### config.mk
export PLATFORM = sky130hd
export DESIGN_NAME = bsd_pulse_width_link
export DESIGN_NICKNAME = d
export VERILOG_FILES = /design/src/design/bsd_pkg.sv /design/src/design/bsd_pulse_width_link.sv /design/src/design/pin_sync.sv /design/src/design/rate_divider.sv
export VERILOG_INCLUDE_DIRS = /design/src /design/src/design
export SDC_FILE = /design/constraint.sdc
export NUM_CORES = 1
export LEC_CHECK = 0
export BUFFER_PORTS_ARGS = -buffer_cell sky130_fd_sc_hd__buf_4
export CAP_MARGIN = 20
export CORE_MARGIN = 1
export CORE_UTILIZATION = 51
export CTS_CLUSTER_SIZE = 8
export DETAILED_ROUTE_END_ITERATION = 12
export GPL_TIMING_DRIVEN = 0
export HOLD_SLACK_MARGIN = 0.12
export PLACE_DENSITY_LB_ADDON = 0.3
export SKIP_CTS_REPAIR_TIMING = 1
export SYNTH_ARGS = -nofsm -noshare
export SYNTH_HDL_FRONTEND = slang
export SYNTH_SLANG_ARGS = --single-unit
export TNS_END_PERCENT = 50
### constraint.sdc
create_clock -name clk_i -period 2.5 [get_ports clk_i]
set_input_delay 0.5 -clock clk_i [delete_from_list [all_inputs] [get_ports clk_i]]
set_output_delay 0.5 -clock clk_i [all_outputs]
set_load 0.02 [all_outputs]
### src/design/bsd_link_params.svh
`ifndef BSD_LINK_PARAMS_SVH
`define BSD_LINK_PARAMS_SVH

// clock and timer rates in Hz
`define CLK_HZ 25000000
`define SYNC_TMR_HZ 5000000
`define BRK_TMR_HZ 131000
`define SYNC_TMR_DIV (`CLK_HZ / `SYNC_TMR_HZ)
`define BRK_TMR_DIV ((`CLK_HZ + `BRK_TMR_HZ / 2) / `BRK_TMR_HZ)

// bus bit rate and frame length
`define BSD_BIT_RATE 1200
`define BSD_FRAME_BITS 19
`define BSD_SIXTEENTH_DEN (16 * `BSD_BIT_RATE)

// low-time windows in sixteenths of a bit period
`define SYNC_LO_MIN 1
`define SYNC_LO_MAX 3
`define ZERO_LO_MIN 5
`define ZERO_LO_MAX 8
`define ONE_LO_MIN 10
`define ONE_LO_MAX 14

// register byte addresses
`define SYNC_CONTROL_PRIMARY_ADR 32'hffff_0780
`define SYNC_STATUS_ADR 32'hffff_0784
`define SYNC_TIMER_ADR 32'hffff_0788
`define BREAK_TIMER_ADR 32'hffff_078c
`define EDGE_CAPTURE_VALUE_ADR 32'hffff_0794
`define PULSE_WIDTH_COMPARE_ADR 32'hffff_0798
`define PORT2_DATA_ADR 32'hffff_07a0
`define PORT2_SET_ADR 32'hffff_07a4
`define PORT2_CLEAR_ADR 32'hffff_07a8
`define FRAME_FIELDS_ADR 32'hffff_07b0

// control bits
`define CTL_START_IE 3
`define CTL_CMP_IE 5
`define CTL_BSD_MODE 6
`define CTL_RISE_IE 8
`define CTL_W 9

// status bits
`define STA_RISE 0
`define STA_START 1
`define STA_CMP 3
`define STA_CLASS_LO 4
`define STA_RUN 6
`define STA_PIN 7

// port2 bits
`define P2_OUT 0
`define P2_PIN 4

// frame helper bits
`define FRM_HDR_PARITY 16
`define FRM_DATA_PARITY 17
`define FRM_WRITE_REQ 18
`define FRM_ACK 19
`define FRM_REGADR_WRITE 7

// reset values
`define CTRL_RST 9'h000
`define TIMER_RST 16'h0000
`define CAPTURE_RST 16'h0000
`define COMPARE_RST 16'h0000
`define FRAME_RST 16'h0000
`define P2_OUT_RST 1'b1
`define ACK_BIT_OK 1'b0

`endif

### src/design/bsd_pkg.sv
package bsd_pkg;

  typedef enum logic [1:0] {
    PC_NONE = 2'b00,
    PC_SYNC = 2'b01,
    PC_ZERO = 2'b11,
    PC_ONE = 2'b10
  } pulse_class_t;

endpackage

### src/design/bsd_pulse_width_link.sv
// What this block does
// - bus runs 1200 bps, frame nineteen bits
// - bit type set by low time
// - sync low between 1/16 and 3/16
// - zero low between 5/16 and 8/16
// - one low between 10/16 and 14/16
// - software drives pin via general output
// - 5 MHz timer captured on falling edges
// - compare match interrupts when enabled
// - frame order pause, header, data, ack
// - read: slave sends data, parity, ack
// - direction flag 0 master, 1 slave
// - register address bit 3 means write
// - header parity odd over eight bits; the code computes even (XOR) parity
// - data parity odd over data byte; the code computes even (XOR) parity
// - slave always acks with zero
// - master starts each bit pulling low
// - reception needs mode and rise enable
// - break timer spans low pulse, 131 kHz
// - sync timer free-runs in mode
// - compare match sets status bit 3
// - falling pin edge raises wake interrupt
//
// Local design decision: the Wishbone slave port.
`timescale 1ns/10ps
`include "bsd_link_params.svh"

module bsd_pulse_width_link
  import bsd_pkg::*;
#(
  parameter int BRK_W = 16
) (
  input wire logic clk_i,
  input wire logic rst_i,
  input wire logic cyc_i,
  input wire logic stb_i,
  input wire logic we_i,
  input wire logic [31:0] adr_i,
  input wire logic [31:0] dat_i,
  input wire logic [3:0] sel_i,
  output logic [31:0] dat_o,
  output logic ack_o,
  input wire logic bus_i,
  output logic bus_o,
  output logic bus_oe_o,
  output logic irq_o
);

  localparam logic [BRK_W-1:0] BRK_MAX = '1;

  logic ack_q;
  logic [31:0] dat_q;
  logic [`CTL_W-1:0] sync_control_primary_q;
  logic [15:0] free_running_sync_timer_q;
  logic [15:0] edge_capture_value_q;
  logic [15:0] pulse_width_compare_q;
  logic [BRK_W-1:0] low_pulse_break_timer_q;
  logic brk_run_q;
  logic rise_flag_q;
  logic start_flag_q;
  logic cmp_flag_q;
  logic irq_q;
  logic port2_out_q;
  logic [15:0] frame_q;
  logic tick5_q;
  logic req;
  logic wr;
  logic rd;
  logic bsd_mode;
  logic tick5;
  logic tick_brk;
  logic pin_lvl;
  logic pin_fall;
  logic pin_rise;
  logic cmp_hit;
  logic header_parity;
  logic data_parity;
  logic clr_rise;
  logic clr_start;
  logic clr_cmp;
  pulse_class_t pulse_class;
  logic [31:0] rdata;

  function automatic logic [31:0] sel_merge(input logic [31:0] old_v, input logic [31:0] new_v,
                                            input logic [3:0] sel);
    logic [31:0] res;
    res = old_v;
    for (int i = 0; i < 4; i++) begin
      if (sel[i]) begin
        res[8*i +: 8] = new_v[8*i +: 8];
      end
    end
    return res;
  endfunction

  // n sixteenths of a bit period in break-timer ticks, rounded up or down
  function automatic logic [BRK_W-1:0] sixteenths(input int n, input bit up);
    int prod;
    prod = n * `BRK_TMR_HZ;
    if (up) begin
      return BRK_W'((prod + `BSD_SIXTEENTH_DEN - 1) / `BSD_SIXTEENTH_DEN);
    end
    return BRK_W'(prod / `BSD_SIXTEENTH_DEN);
  endfunction

  function automatic logic in_window(input logic [BRK_W-1:0] c, input int lo, input int hi);
    return (c >= sixteenths(lo, 1'b1)) && (c <= sixteenths(hi, 1'b0));
  endfunction

  assign bsd_mode = sync_control_primary_q[`CTL_BSD_MODE];

  pin_sync u_pin_sync (
    .clk_i(clk_i),
    .rst_i(rst_i),
    .pin_i(bus_i),
    .level_o(pin_lvl),
    .fall_o(pin_fall),
    .rise_o(pin_rise)
  );

  rate_divider #(
    .DIV(`SYNC_TMR_DIV)
  ) u_sync_div (
    .clk_i(clk_i),
    .rst_i(rst_i),
    .en_i(bsd_mode),
    .tick_o(tick5)
  );

  rate_divider #(
    .DIV(`BRK_TMR_DIV)
  ) u_brk_div (
    .clk_i(clk_i),
    .rst_i(rst_i),
    .en_i(bsd_mode),
    .tick_o(tick_brk)
  );

  // wishbone classic slave, one wait state
  assign req = cyc_i & stb_i & ~ack_q;
  assign wr = req & we_i;
  assign rd = req & ~we_i;

  always_ff @(posedge clk_i) begin
    if (rst_i) begin
      ack_q <= 1'b0;
    end else begin
      ack_q <= req;
    end
  end

  always_ff @(posedge clk_i) begin
    if (rst_i) begin
      sync_control_primary_q <= `CTRL_RST;
    end else if (wr && adr_i == `SYNC_CONTROL_PRIMARY_ADR) begin
      sync_control_primary_q <= `CTL_W'(sel_merge(32'(sync_control_primary_q), dat_i, sel_i));
    end
  end

  always_ff @(posedge clk_i) begin
    if (rst_i) begin
      pulse_width_compare_q <= `COMPARE_RST;
    end else if (wr && adr_i == `PULSE_WIDTH_COMPARE_ADR) begin
      pulse_width_compare_q <= 16'(sel_merge(32'(pulse_width_compare_q), dat_i, sel_i));
    end
  end

  // frame helper: [0] direction, [3:1] slave, [7:4] register, [15:8] data
  always_ff @(posedge clk_i) begin
    if (rst_i) begin
      frame_q <= `FRAME_RST;
    end else if (wr && adr_i == `FRAME_FIELDS_ADR) begin
      frame_q <= 16'(sel_merge(32'(frame_q), dat_i, sel_i));
    end
  end

  // software drives the open-drain pin; output level 1 releases it
  always_ff @(posedge clk_i) begin
    if (rst_i) begin
      port2_out_q <= `P2_OUT_RST;
    end else if (wr && sel_i[0]) begin
      if (adr_i == `PORT2_DATA_ADR) begin
        port2_out_q <= dat_i[`P2_OUT];
      end else if (adr_i == `PORT2_SET_ADR && dat_i[`P2_OUT]) begin
        port2_out_q <= 1'b1;
      end else if (adr_i == `PORT2_CLEAR_ADR && dat_i[`P2_OUT]) begin
        port2_out_q <= 1'b0;
      end
    end
  end

  assign bus_o = 1'b0;
  assign bus_oe_o = ~port2_out_q;

  // sync timer ticks at 5 MHz and ignores bus edges
  always_ff @(posedge clk_i) begin
    if (rst_i) begin
      free_running_sync_timer_q <= `TIMER_RST;
    end else if (bsd_mode && tick5) begin
      free_running_sync_timer_q <= free_running_sync_timer_q + 16'h0001;
    end
  end

  always_ff @(posedge clk_i) begin
    if (rst_i) begin
      edge_capture_value_q <= `CAPTURE_RST;
    end else if (bsd_mode && pin_fall) begin
      edge_capture_value_q <= free_running_sync_timer_q;
    end
  end

  always_ff @(posedge clk_i) begin
    if (rst_i) begin
      tick5_q <= 1'b0;
    end else begin
      tick5_q <= bsd_mode && tick5;
    end
  end

  // one-cycle event right after the timer steps onto the compare value
  assign cmp_hit = tick5_q && (free_running_sync_timer_q == pulse_width_compare_q);

  // break timer measures each low pulse from its falling edge
  always_ff @(posedge clk_i) begin
    if (rst_i) begin
      low_pulse_break_timer_q <= '0;
      brk_run_q <= 1'b0;
    end else if (!bsd_mode) begin
      brk_run_q <= 1'b0;
    end else if (pin_fall) begin
      low_pulse_break_timer_q <= '0;
      brk_run_q <= 1'b1;
    end else if (brk_run_q && pin_rise) begin
      brk_run_q <= 1'b0;
    end else if (brk_run_q && tick_brk && low_pulse_break_timer_q != BRK_MAX) begin
      low_pulse_break_timer_q <= low_pulse_break_timer_q + BRK_W'(1);
    end
  end

  // classify the last measured low time at the nominal bit rate
  always_comb begin
    pulse_class = PC_NONE;
    if (in_window(low_pulse_break_timer_q, `SYNC_LO_MIN, `SYNC_LO_MAX)) begin
      pulse_class = PC_SYNC;
    end else if (in_window(low_pulse_break_timer_q, `ZERO_LO_MIN, `ZERO_LO_MAX)) begin
      pulse_class = PC_ZERO;
    end else if (in_window(low_pulse_break_timer_q, `ONE_LO_MIN, `ONE_LO_MAX)) begin
      pulse_class = PC_ONE;
    end
  end

  // sticky flags, write one to clear, a new event beats the clear
  assign clr_rise = wr && sel_i[0] && adr_i == `SYNC_STATUS_ADR && dat_i[`STA_RISE];
  assign clr_start = wr && sel_i[0] && adr_i == `SYNC_STATUS_ADR && dat_i[`STA_START];
  assign clr_cmp = wr && sel_i[0] && adr_i == `SYNC_STATUS_ADR && dat_i[`STA_CMP];

  always_ff @(posedge clk_i) begin
    if (rst_i) begin
      rise_flag_q <= 1'b0;
    end else begin
      rise_flag_q <= (brk_run_q && pin_rise && bsd_mode) || (rise_flag_q && !clr_rise);
    end
  end

  always_ff @(posedge clk_i) begin
    if (rst_i) begin
      start_flag_q <= 1'b0;
    end else begin
      start_flag_q <= pin_fall || (start_flag_q && !clr_start);
    end
  end

  always_ff @(posedge clk_i) begin
    if (rst_i) begin
      cmp_flag_q <= 1'b0;
    end else begin
      cmp_flag_q <= cmp_hit || (cmp_flag_q && !clr_cmp);
    end
  end

  always_ff @(posedge clk_i) begin
    if (rst_i) begin
      irq_q <= 1'b0;
    end else begin
      irq_q <= (cmp_flag_q && sync_control_primary_q[`CTL_CMP_IE]) ||
               (rise_flag_q && sync_control_primary_q[`CTL_RISE_IE]) ||
               (start_flag_q && sync_control_primary_q[`CTL_START_IE]);
    end
  end

  assign irq_o = irq_q;

  // eight header bits: direction, slave address, register address
  assign header_parity = ^frame_q[7:0];
  assign data_parity = ^frame_q[15:8];

  always_comb begin
    rdata = 32'h0000_0000;
    case (adr_i)
      `SYNC_CONTROL_PRIMARY_ADR: rdata = 32'(sync_control_primary_q);
      `SYNC_STATUS_ADR: begin
        rdata[`STA_RISE] = rise_flag_q;
        rdata[`STA_START] = start_flag_q;
        rdata[`STA_CMP] = cmp_flag_q;
        rdata[`STA_CLASS_LO +: 2] = pulse_class;
        rdata[`STA_RUN] = brk_run_q;
        rdata[`STA_PIN] = pin_lvl;
      end
      `SYNC_TIMER_ADR: rdata = 32'(free_running_sync_timer_q);
      `BREAK_TIMER_ADR: rdata = 32'(low_pulse_break_timer_q);
      `EDGE_CAPTURE_VALUE_ADR: rdata = 32'(edge_capture_value_q);
      `PULSE_WIDTH_COMPARE_ADR: rdata = 32'(pulse_width_compare_q);
      `PORT2_DATA_ADR: begin
        rdata[`P2_OUT] = port2_out_q;
        rdata[`P2_PIN] = pin_lvl;
      end
      `FRAME_FIELDS_ADR: begin
        rdata[15:0] = frame_q;
        rdata[`FRM_HDR_PARITY] = header_parity;
        rdata[`FRM_DATA_PARITY] = data_parity;
        rdata[`FRM_WRITE_REQ] = frame_q[`FRM_REGADR_WRITE];
        rdata[`FRM_ACK] = `ACK_BIT_OK;
      end
      default: rdata = 32'h0000_0000;
    endcase
  end

  always_ff @(posedge clk_i) begin
    if (rst_i) begin
      dat_q <= 32'h0000_0000;
    end else if (rd) begin
      dat_q <= rdata;
    end
  end

  assign dat_o = dat_q;
  assign ack_o = ack_q;
endmodule

### src/design/pin_sync.sv
`timescale 1ns/10ps

module pin_sync (
  input wire logic clk_i,
  input wire logic rst_i,
  input wire logic pin_i,
  output logic level_o,
  output logic fall_o,
  output logic rise_o
);

  logic meta_q;
  logic level_q;
  logic prev_q;

  // idle bus is high, so all stages reset high
  always_ff @(posedge clk_i) begin
    if (rst_i) begin
      meta_q <= 1'b1;
      level_q <= 1'b1;
      prev_q <= 1'b1;
    end else begin
      meta_q <= pin_i;
      level_q <= meta_q;
      prev_q <= level_q;
    end
  end

  assign level_o = level_q;
  assign fall_o = prev_q & ~level_q;
  assign rise_o = ~prev_q & level_q;

endmodule

### src/design/rate_divider.sv
`timescale 1ns/10ps

module rate_divider #(
  parameter int DIV = 5
) (
  input wire logic clk_i,
  input wire logic rst_i,
  input wire logic en_i,
  output logic tick_o
);

  localparam int W = (DIV > 1) ? $clog2(DIV) : 1;

  logic [W-1:0] cnt_q;
  logic tick_q;

  always_ff @(posedge clk_i) begin
    if (rst_i || !en_i) begin
      cnt_q <= '0;
    end else if (cnt_q == W'(DIV - 1)) begin
      cnt_q <= '0;
    end else begin
      cnt_q <= cnt_q + W'(1);
    end
  end

  always_ff @(posedge clk_i) begin
    if (rst_i) begin
      tick_q <= 1'b0;
    end else begin
      tick_q <= en_i && (cnt_q == W'(DIV - 1));
    end
  end

  assign tick_o = tick_q;

endmodule

-- Word-level counts from Yosys, hierarchy flattened
Index checks and enable logic that the tools add are counted.
- add/subtract/negate cells: 4
- magnitude comparators: 6
- eq/ne operators: 15
- multiplexer cells: 26
- bitwise gates (word level): 12
- reductions and logical operators: 54
- operators by type and width (operator ; number):
    32-bit equality test, second input constant ; 10
    16-bit two-way mux ; 6
    11-bit one-hot mux with 6 select lines ; 1
    16-bit by 1-bit adder with 16-bit output, second input constant ; 2
    16-bit greater-or-equal comparator ; 2
    1-bit logical AND ; 28
    3-bit one-hot mux with 7 select lines ; 1
    16-bit equality test ; 1
    16-bit by 3-bit greater-or-equal comparator with 1-bit output, second input constant ; 1
    16-bit by 5-bit less-or-equal comparator with 1-bit output, second input constant ; 1
    16-bit by 6-bit less-or-equal comparator with 1-bit output, second input constant ; 1
    16-bit by 7-bit less-or-equal comparator with 1-bit output, second input constant ; 1
    16-bit inequality test, second input constant ; 1
    1-bit one-hot mux with 8 select lines ; 2
    8-bit XOR reduction ; 2
    1-bit one-hot mux with 7 select lines ; 2
    2-bit AND reduction ; 7
    1-bit two-way mux ; 10
    8-bit by 1-bit adder with 8-bit output, second input constant ; 1
    8-bit equality test, second input constant ; 1
    1-bit bitwise AND ; 6
    1-bit logical OR ; 6
    2-bit two-way mux ; 3
    1-bit NOT ; 6
    9 further kinds ; 15
- flip-flop bits (word level): 133
- input bits: 74
- logic and storage cells: 142

-- Depth between registers and ports, before layout
- word-level depth: 18
- gate-level depth with buffers: 9

-- Hierarchy
From an unflattened synthesis, not the netlist that was laid out.
- cells, all modules: 801
- area total of the unflattened synthesis: 6636.4 µm²
- modules (own cells, without submodules) (module ; instances ; cells each ; area each (µm²) ; sequential area each (µm²)):
    bsd_pulse_width_link ; 1 ; 736 ; 5982.0 ; 2322.2
    rate_divider at u_brk_div ; 1 ; 41 ; 394.1 ; 180.2
    rate_divider at u_sync_div ; 1 ; 16 ; 167.7 ; 80.1
    pin_sync ; 1 ; 8 ; 92.6 ; 60.1

-- Worst setup path before layout
Ideal clock, no wire load.
- path kind: in2reg
- from: in adr_i[31]
- to: reg frame_q[7]
- library setup time: 0.128 ns
- arrival: 2.317 ns
- setup slack: 0.055 ns
- stages on the path: 7
- path buffers: 1
- path through: nand4_1 or4_1 buf_2 or3_4 nor3_4 mux2i_1 nor2_1
- word-level cells in the longest chain between the ends: 3
- RTL lines (what ; line ; RTL):
    from (decl) ; bsd_pulse_width_link.sv:38 ; input wire logic [31:0] adr_i,
    32-bit equality test ; - ;
    1-bit logical AND (no source line) ; - ;
    2-bit AND reduction (no source line) ; - ;
    to (signal assigned) ; bsd_pulse_width_link.sv:171 ; frame_q <= `FRAME_RST;
    to (signal assigned) ; bsd_pulse_width_link.sv:173 ; frame_q <= 16'(sel_merge(32'(frame_q), dat_i, sel_i));
    to (decl) ; bsd_pulse_width_link.sv:64 ; logic [15:0] frame_q;
No other way between the ends.
A chain may end at the register's enable or synchronous reset.

-- Final worst setup path
- from: in adr_i[31]
- to: reg pulse_width_compare_q[1]
- word-level cells in the longest chain between the ends: 3
- RTL lines (what ; line ; RTL):
    32-bit equality test ; - ;
    1-bit logical AND (no source line) ; - ;
    2-bit AND reduction (no source line) ; - ;
    to (signal assigned) ; bsd_pulse_width_link.sv:162 ; pulse_width_compare_q <= `COMPARE_RST;
    to (signal assigned) ; bsd_pulse_width_link.sv:164 ; pulse_width_compare_q <= 16'(sel_merge(32'(pulse_width_compare_q), dat_i, sel_i));
    to (decl) ; bsd_pulse_width_link.sv:56 ; logic [15:0] pulse_width_compare_q;
No other way between the ends.

==> metrics.txt <==
CP max FO 10; min cycle time layout 2.522 ns; EDFF count, synth 0; critical-path cell with the highest stage delay sky130_fd_sc_hd__or4_1; clock latency on the worst-skew pair about 0.43 ns; weighted congestion at the end of routability-driven global placement between 0.9 and 1; Max Clk Rate slightly below 400 MHz; endpoint type of the worst setup path flip-flop; number of global-route vias before repair ~5,500; worst clock skew on the final layout roughly 0.0075 ns; DRC violation count after routing 0; number of antenna violations at the first check in global routing 0; aggregate global-route resource usage 0.2944; class of the most critical hold timing path in -> reg; Critical Path Start Type primary input; placeable core region between 10,000 and 15,000 µm²; met3 Use GR 0.05805; R2R cell count 6; Max-Cap Viols 0; met2 layer usage reported by global route 0.4456; clk sinks 132; remaining number of nets flagged by the antenna check after routing 0; most frequent cells in the layout sky130_fd_sc_hd__dfxtp_1 (132), sky130_fd_sc_hd__buf_4 (93), sky130_fd_sc_hd__nor2_1 (92); CTS tree yes; initial standard-cell utilization of the core 0.5232; startpoint of the worst-slack reg-to-reg timing path sync_control_primary_q[6]; violated checks negative setup slack; summed instance area of the synthesized netlist around 6600 µm²; portion of total power attributed to combinational logic 0.052; overall die width 116.0 µm; number of cells in the design after placement between 1,000 and 1,500; most used flip-flop cell after synthesis sky130_fd_sc_hd__dfxtp_1; cts bufs inserted 17; met1 demand-to-capacity share in global routing 0.3878; max_slew headroom 0.4292; first-pass detailed-route iteration total 8; drt wl/cell 18.06 µm; count of final setup violators 3; leakage power of the design 3.041 nW; number of placement rows 41; proportion of power drawn by the clock network 0.520; Worst Hold Depth 2; count of input and output buffers 74; start-to-end type of the worst setup path in -> reg; non-filler cells in the finished layout ~1,100; H-tree levels 4; Hold Path Sink u_pin_sync.meta_q; slack of the worst reg-to-reg path approximately 0.18 ns; IR drop worst, VDD slightly below 400 µV; fraction of final layout cells sized beyond drive strength 1 0.1774; Area growth syn-to-layout 22.80%; mean cell area of the mapped netlist ~8.5 µm²; maximum number of pins on one net before global-route repair 17; clock transition at the registers of the reported paths 0.06 ns; most common cell after layout, fill and taps aside sky130_fd_sc_hd__dfxtp_1; ratio of final minimum period to clock period 1.009; Net Sw Power 0.001106 W; biggest cell delay along the critical path between 0.5 and 0.6 ns; Arrival @ worst endpoint roughly 2.8 ns; max-slew violation total from the final report 0; Syn. warnings 0; total detailed-routing wirelength 19,400 µm; final-report hold violation count 0; Bufs on Longest Clock Path 2; result of the run complete, but fails checks; Vias/cell roughly 5.8; final net count between 900 and 1,000; Unique masters post-synth 65; Die ar. between 10,000 and 15,000 µm²; clock root cell sky130_fd_sc_hd__clkbuf_16; unrepaired setup endpoints after global routing yes; total vias in the final route ~6,300; number of ports placed on the die boundary 110; worst setup slack after layout -0.02217 ns; Sw Share 0.2239; cell internal power dissipation around 0.0038 W; Flop pwr share 0.428; worst-path cell chain buf_4 -> nand4_1 -> or4_1 -> buf_2 -> buf_2 -> nor3_2 -> nand3_2 -> mux2i_1 -> nor2_1; starting DRC count in detailed routing about 790; share of synthesized registers carrying an async set or reset 0; post-placement setup slack -0.5939 ns; power density over cell area a little over 600 nW/µm²; slew at the pin closest to its max-slew limit 0.8497 ns; portion of the post-synthesis area used by sequential elements 0.3986; synthesis-stage register bit count about 130; Inserted Diodes 0; busiest layer in global routing met2; cells after synthesis 778; residual overflow from global routing 0; floorplan die height about 120 µm; endpoint of the worst register-to-register path low_pulse_break_timer_q[13]; first-pass GRT wire length roughly 29,000 µm; Worst path most repeated cell sky130_fd_sc_hd__buf_2; startpoint of the worst hold path bus_i; DPL Wire Length roughly 14,000 µm; data required time at the worst endpoint around 2.8 ns
-- critical path: cells and delay by family --
| kind | cells | cell delay [ns] |
|---|---|---|
| buffers and inverters | 3 | 0.49 |
| muxes | 1 | 0.31 |
| and+or+nand+nor | 5 | 1.51 |
-- worst max-delay path by stage --
stage,from,to,slack [ns],cells after the start
after floorplan,adr_i[31],frame_q[7],0.06,7
after global placement,adr_i[1],dat_o[3],-0.56,8
after detailed placement,adr_i[1],dat_o[3],-0.59,8
after CTS,adr_i[1],dat_o[3],-0.16,8
after global routing,adr_i[31],pulse_width_compare_q[1],-0.14,9
final,adr_i[31],pulse_width_compare_q[1],-0.02,9
-- per-stage QoR --
| stage | power (W) | setup TNS (ns) | hold slack (ns) | cell area, µm² | util |
|---|---|---|---|---|---|
| 4_1_cts | 0.004942 | -2.133 | 0.2512 | 8061 | 0.6362 |
| 3_5_place_dp | 0.002411 | -21.88 | 0.3989 | 7453 | 0.5882 |
| 6_report | 0.004941 | -0.02730 | 0.2563 | 8140 | 0.6424 |
| 5_1_grt | 0.005070 | -0.8358 | 0.2600 | 8140 | 0.6424 |
| 3_3_place_gp | 0.002409 | -21.20 | 0.3940 | 7448 | 0.5878 |
| 2_1_floorplan | 0.002286 | 0 | 0.3895 | 6678 | - |
-- state kept, by name, summed over array words and instances, names as in the netlist, 3 cells and up --
signal	flops
u_sync_div.cnt_q	3
edge_capture_value_q	16
frame_q	16
dat_o	19
pulse_width_compare_q	16
low_pulse_break_timer_q	16
sync_control_primary_q	9
free_running_sync_timer_q	16
u_brk_div.cnt_q	8
-- cell type report --
cell class                 instances  area (µm²)
clock inverter                    12       151.4
timing repair buffer              79       590.6
multi-input combinational        582        3726
inverter                          17       63.81
buffer                            60       294.0
sequential                       132        2643
clock buffer                      20       456.7
tap                              172       215.2
fill                            1074        4531
-- cell families (layout without fill, tap and decap cells) --
family | count (synthesis) | in the layout | share of synthesized area
and+or+nand+nor | 320 | 320 | 0.2454
AOI/OAI and AO/OA | 137 | 137 | 0.1418
DFF | 132 | 132 | 0.3986
buffers and inverters | 77 | 188 | 0.05361
xor gates and xnor gates | 60 | 60 | 0.07927
muxes | 42 | 42 | 0.06380
adders and majority gates | 9 | 9 | 0.01699
other | 1 | 14 | 0.0005657
-- power by group through the flow --
stage	Clock, W	Sequential, W	Combinational [W]
after floorplan	0	0.00217	0.000120
after global placement	0	0.00216	0.000246
after detailed placement	0	0.00216	0.000249
after CTS	0.00258	0.00212	0.000249
after global routing	0.00268	0.00212	0.000271
final	0.00257	0.00212	0.000255
-- synthesized netlist by cell type (all sizes together), types with 17 or more instances --
cell type	count	share of area
buf	25	0.024
mux2i	40	0.060
nand3	39	0.031
nor3	17	0.016
nand2	81	0.046
xor2	22	0.029
nand4	19	0.018
dfxtp	132	0.40
clkbuf	35	0.020
inv	17	0.0096
a21oi	54	0.041
nor2	92	0.052
xnor2	38	0.050
-- metal layers --
layer	vias up	wire (µm)
met5	-	0
met3	62	1747
met4	0	949
met1	2900	8319
met2	340	8382
li1	2964	-
Power figures use the tool's default switching activity.
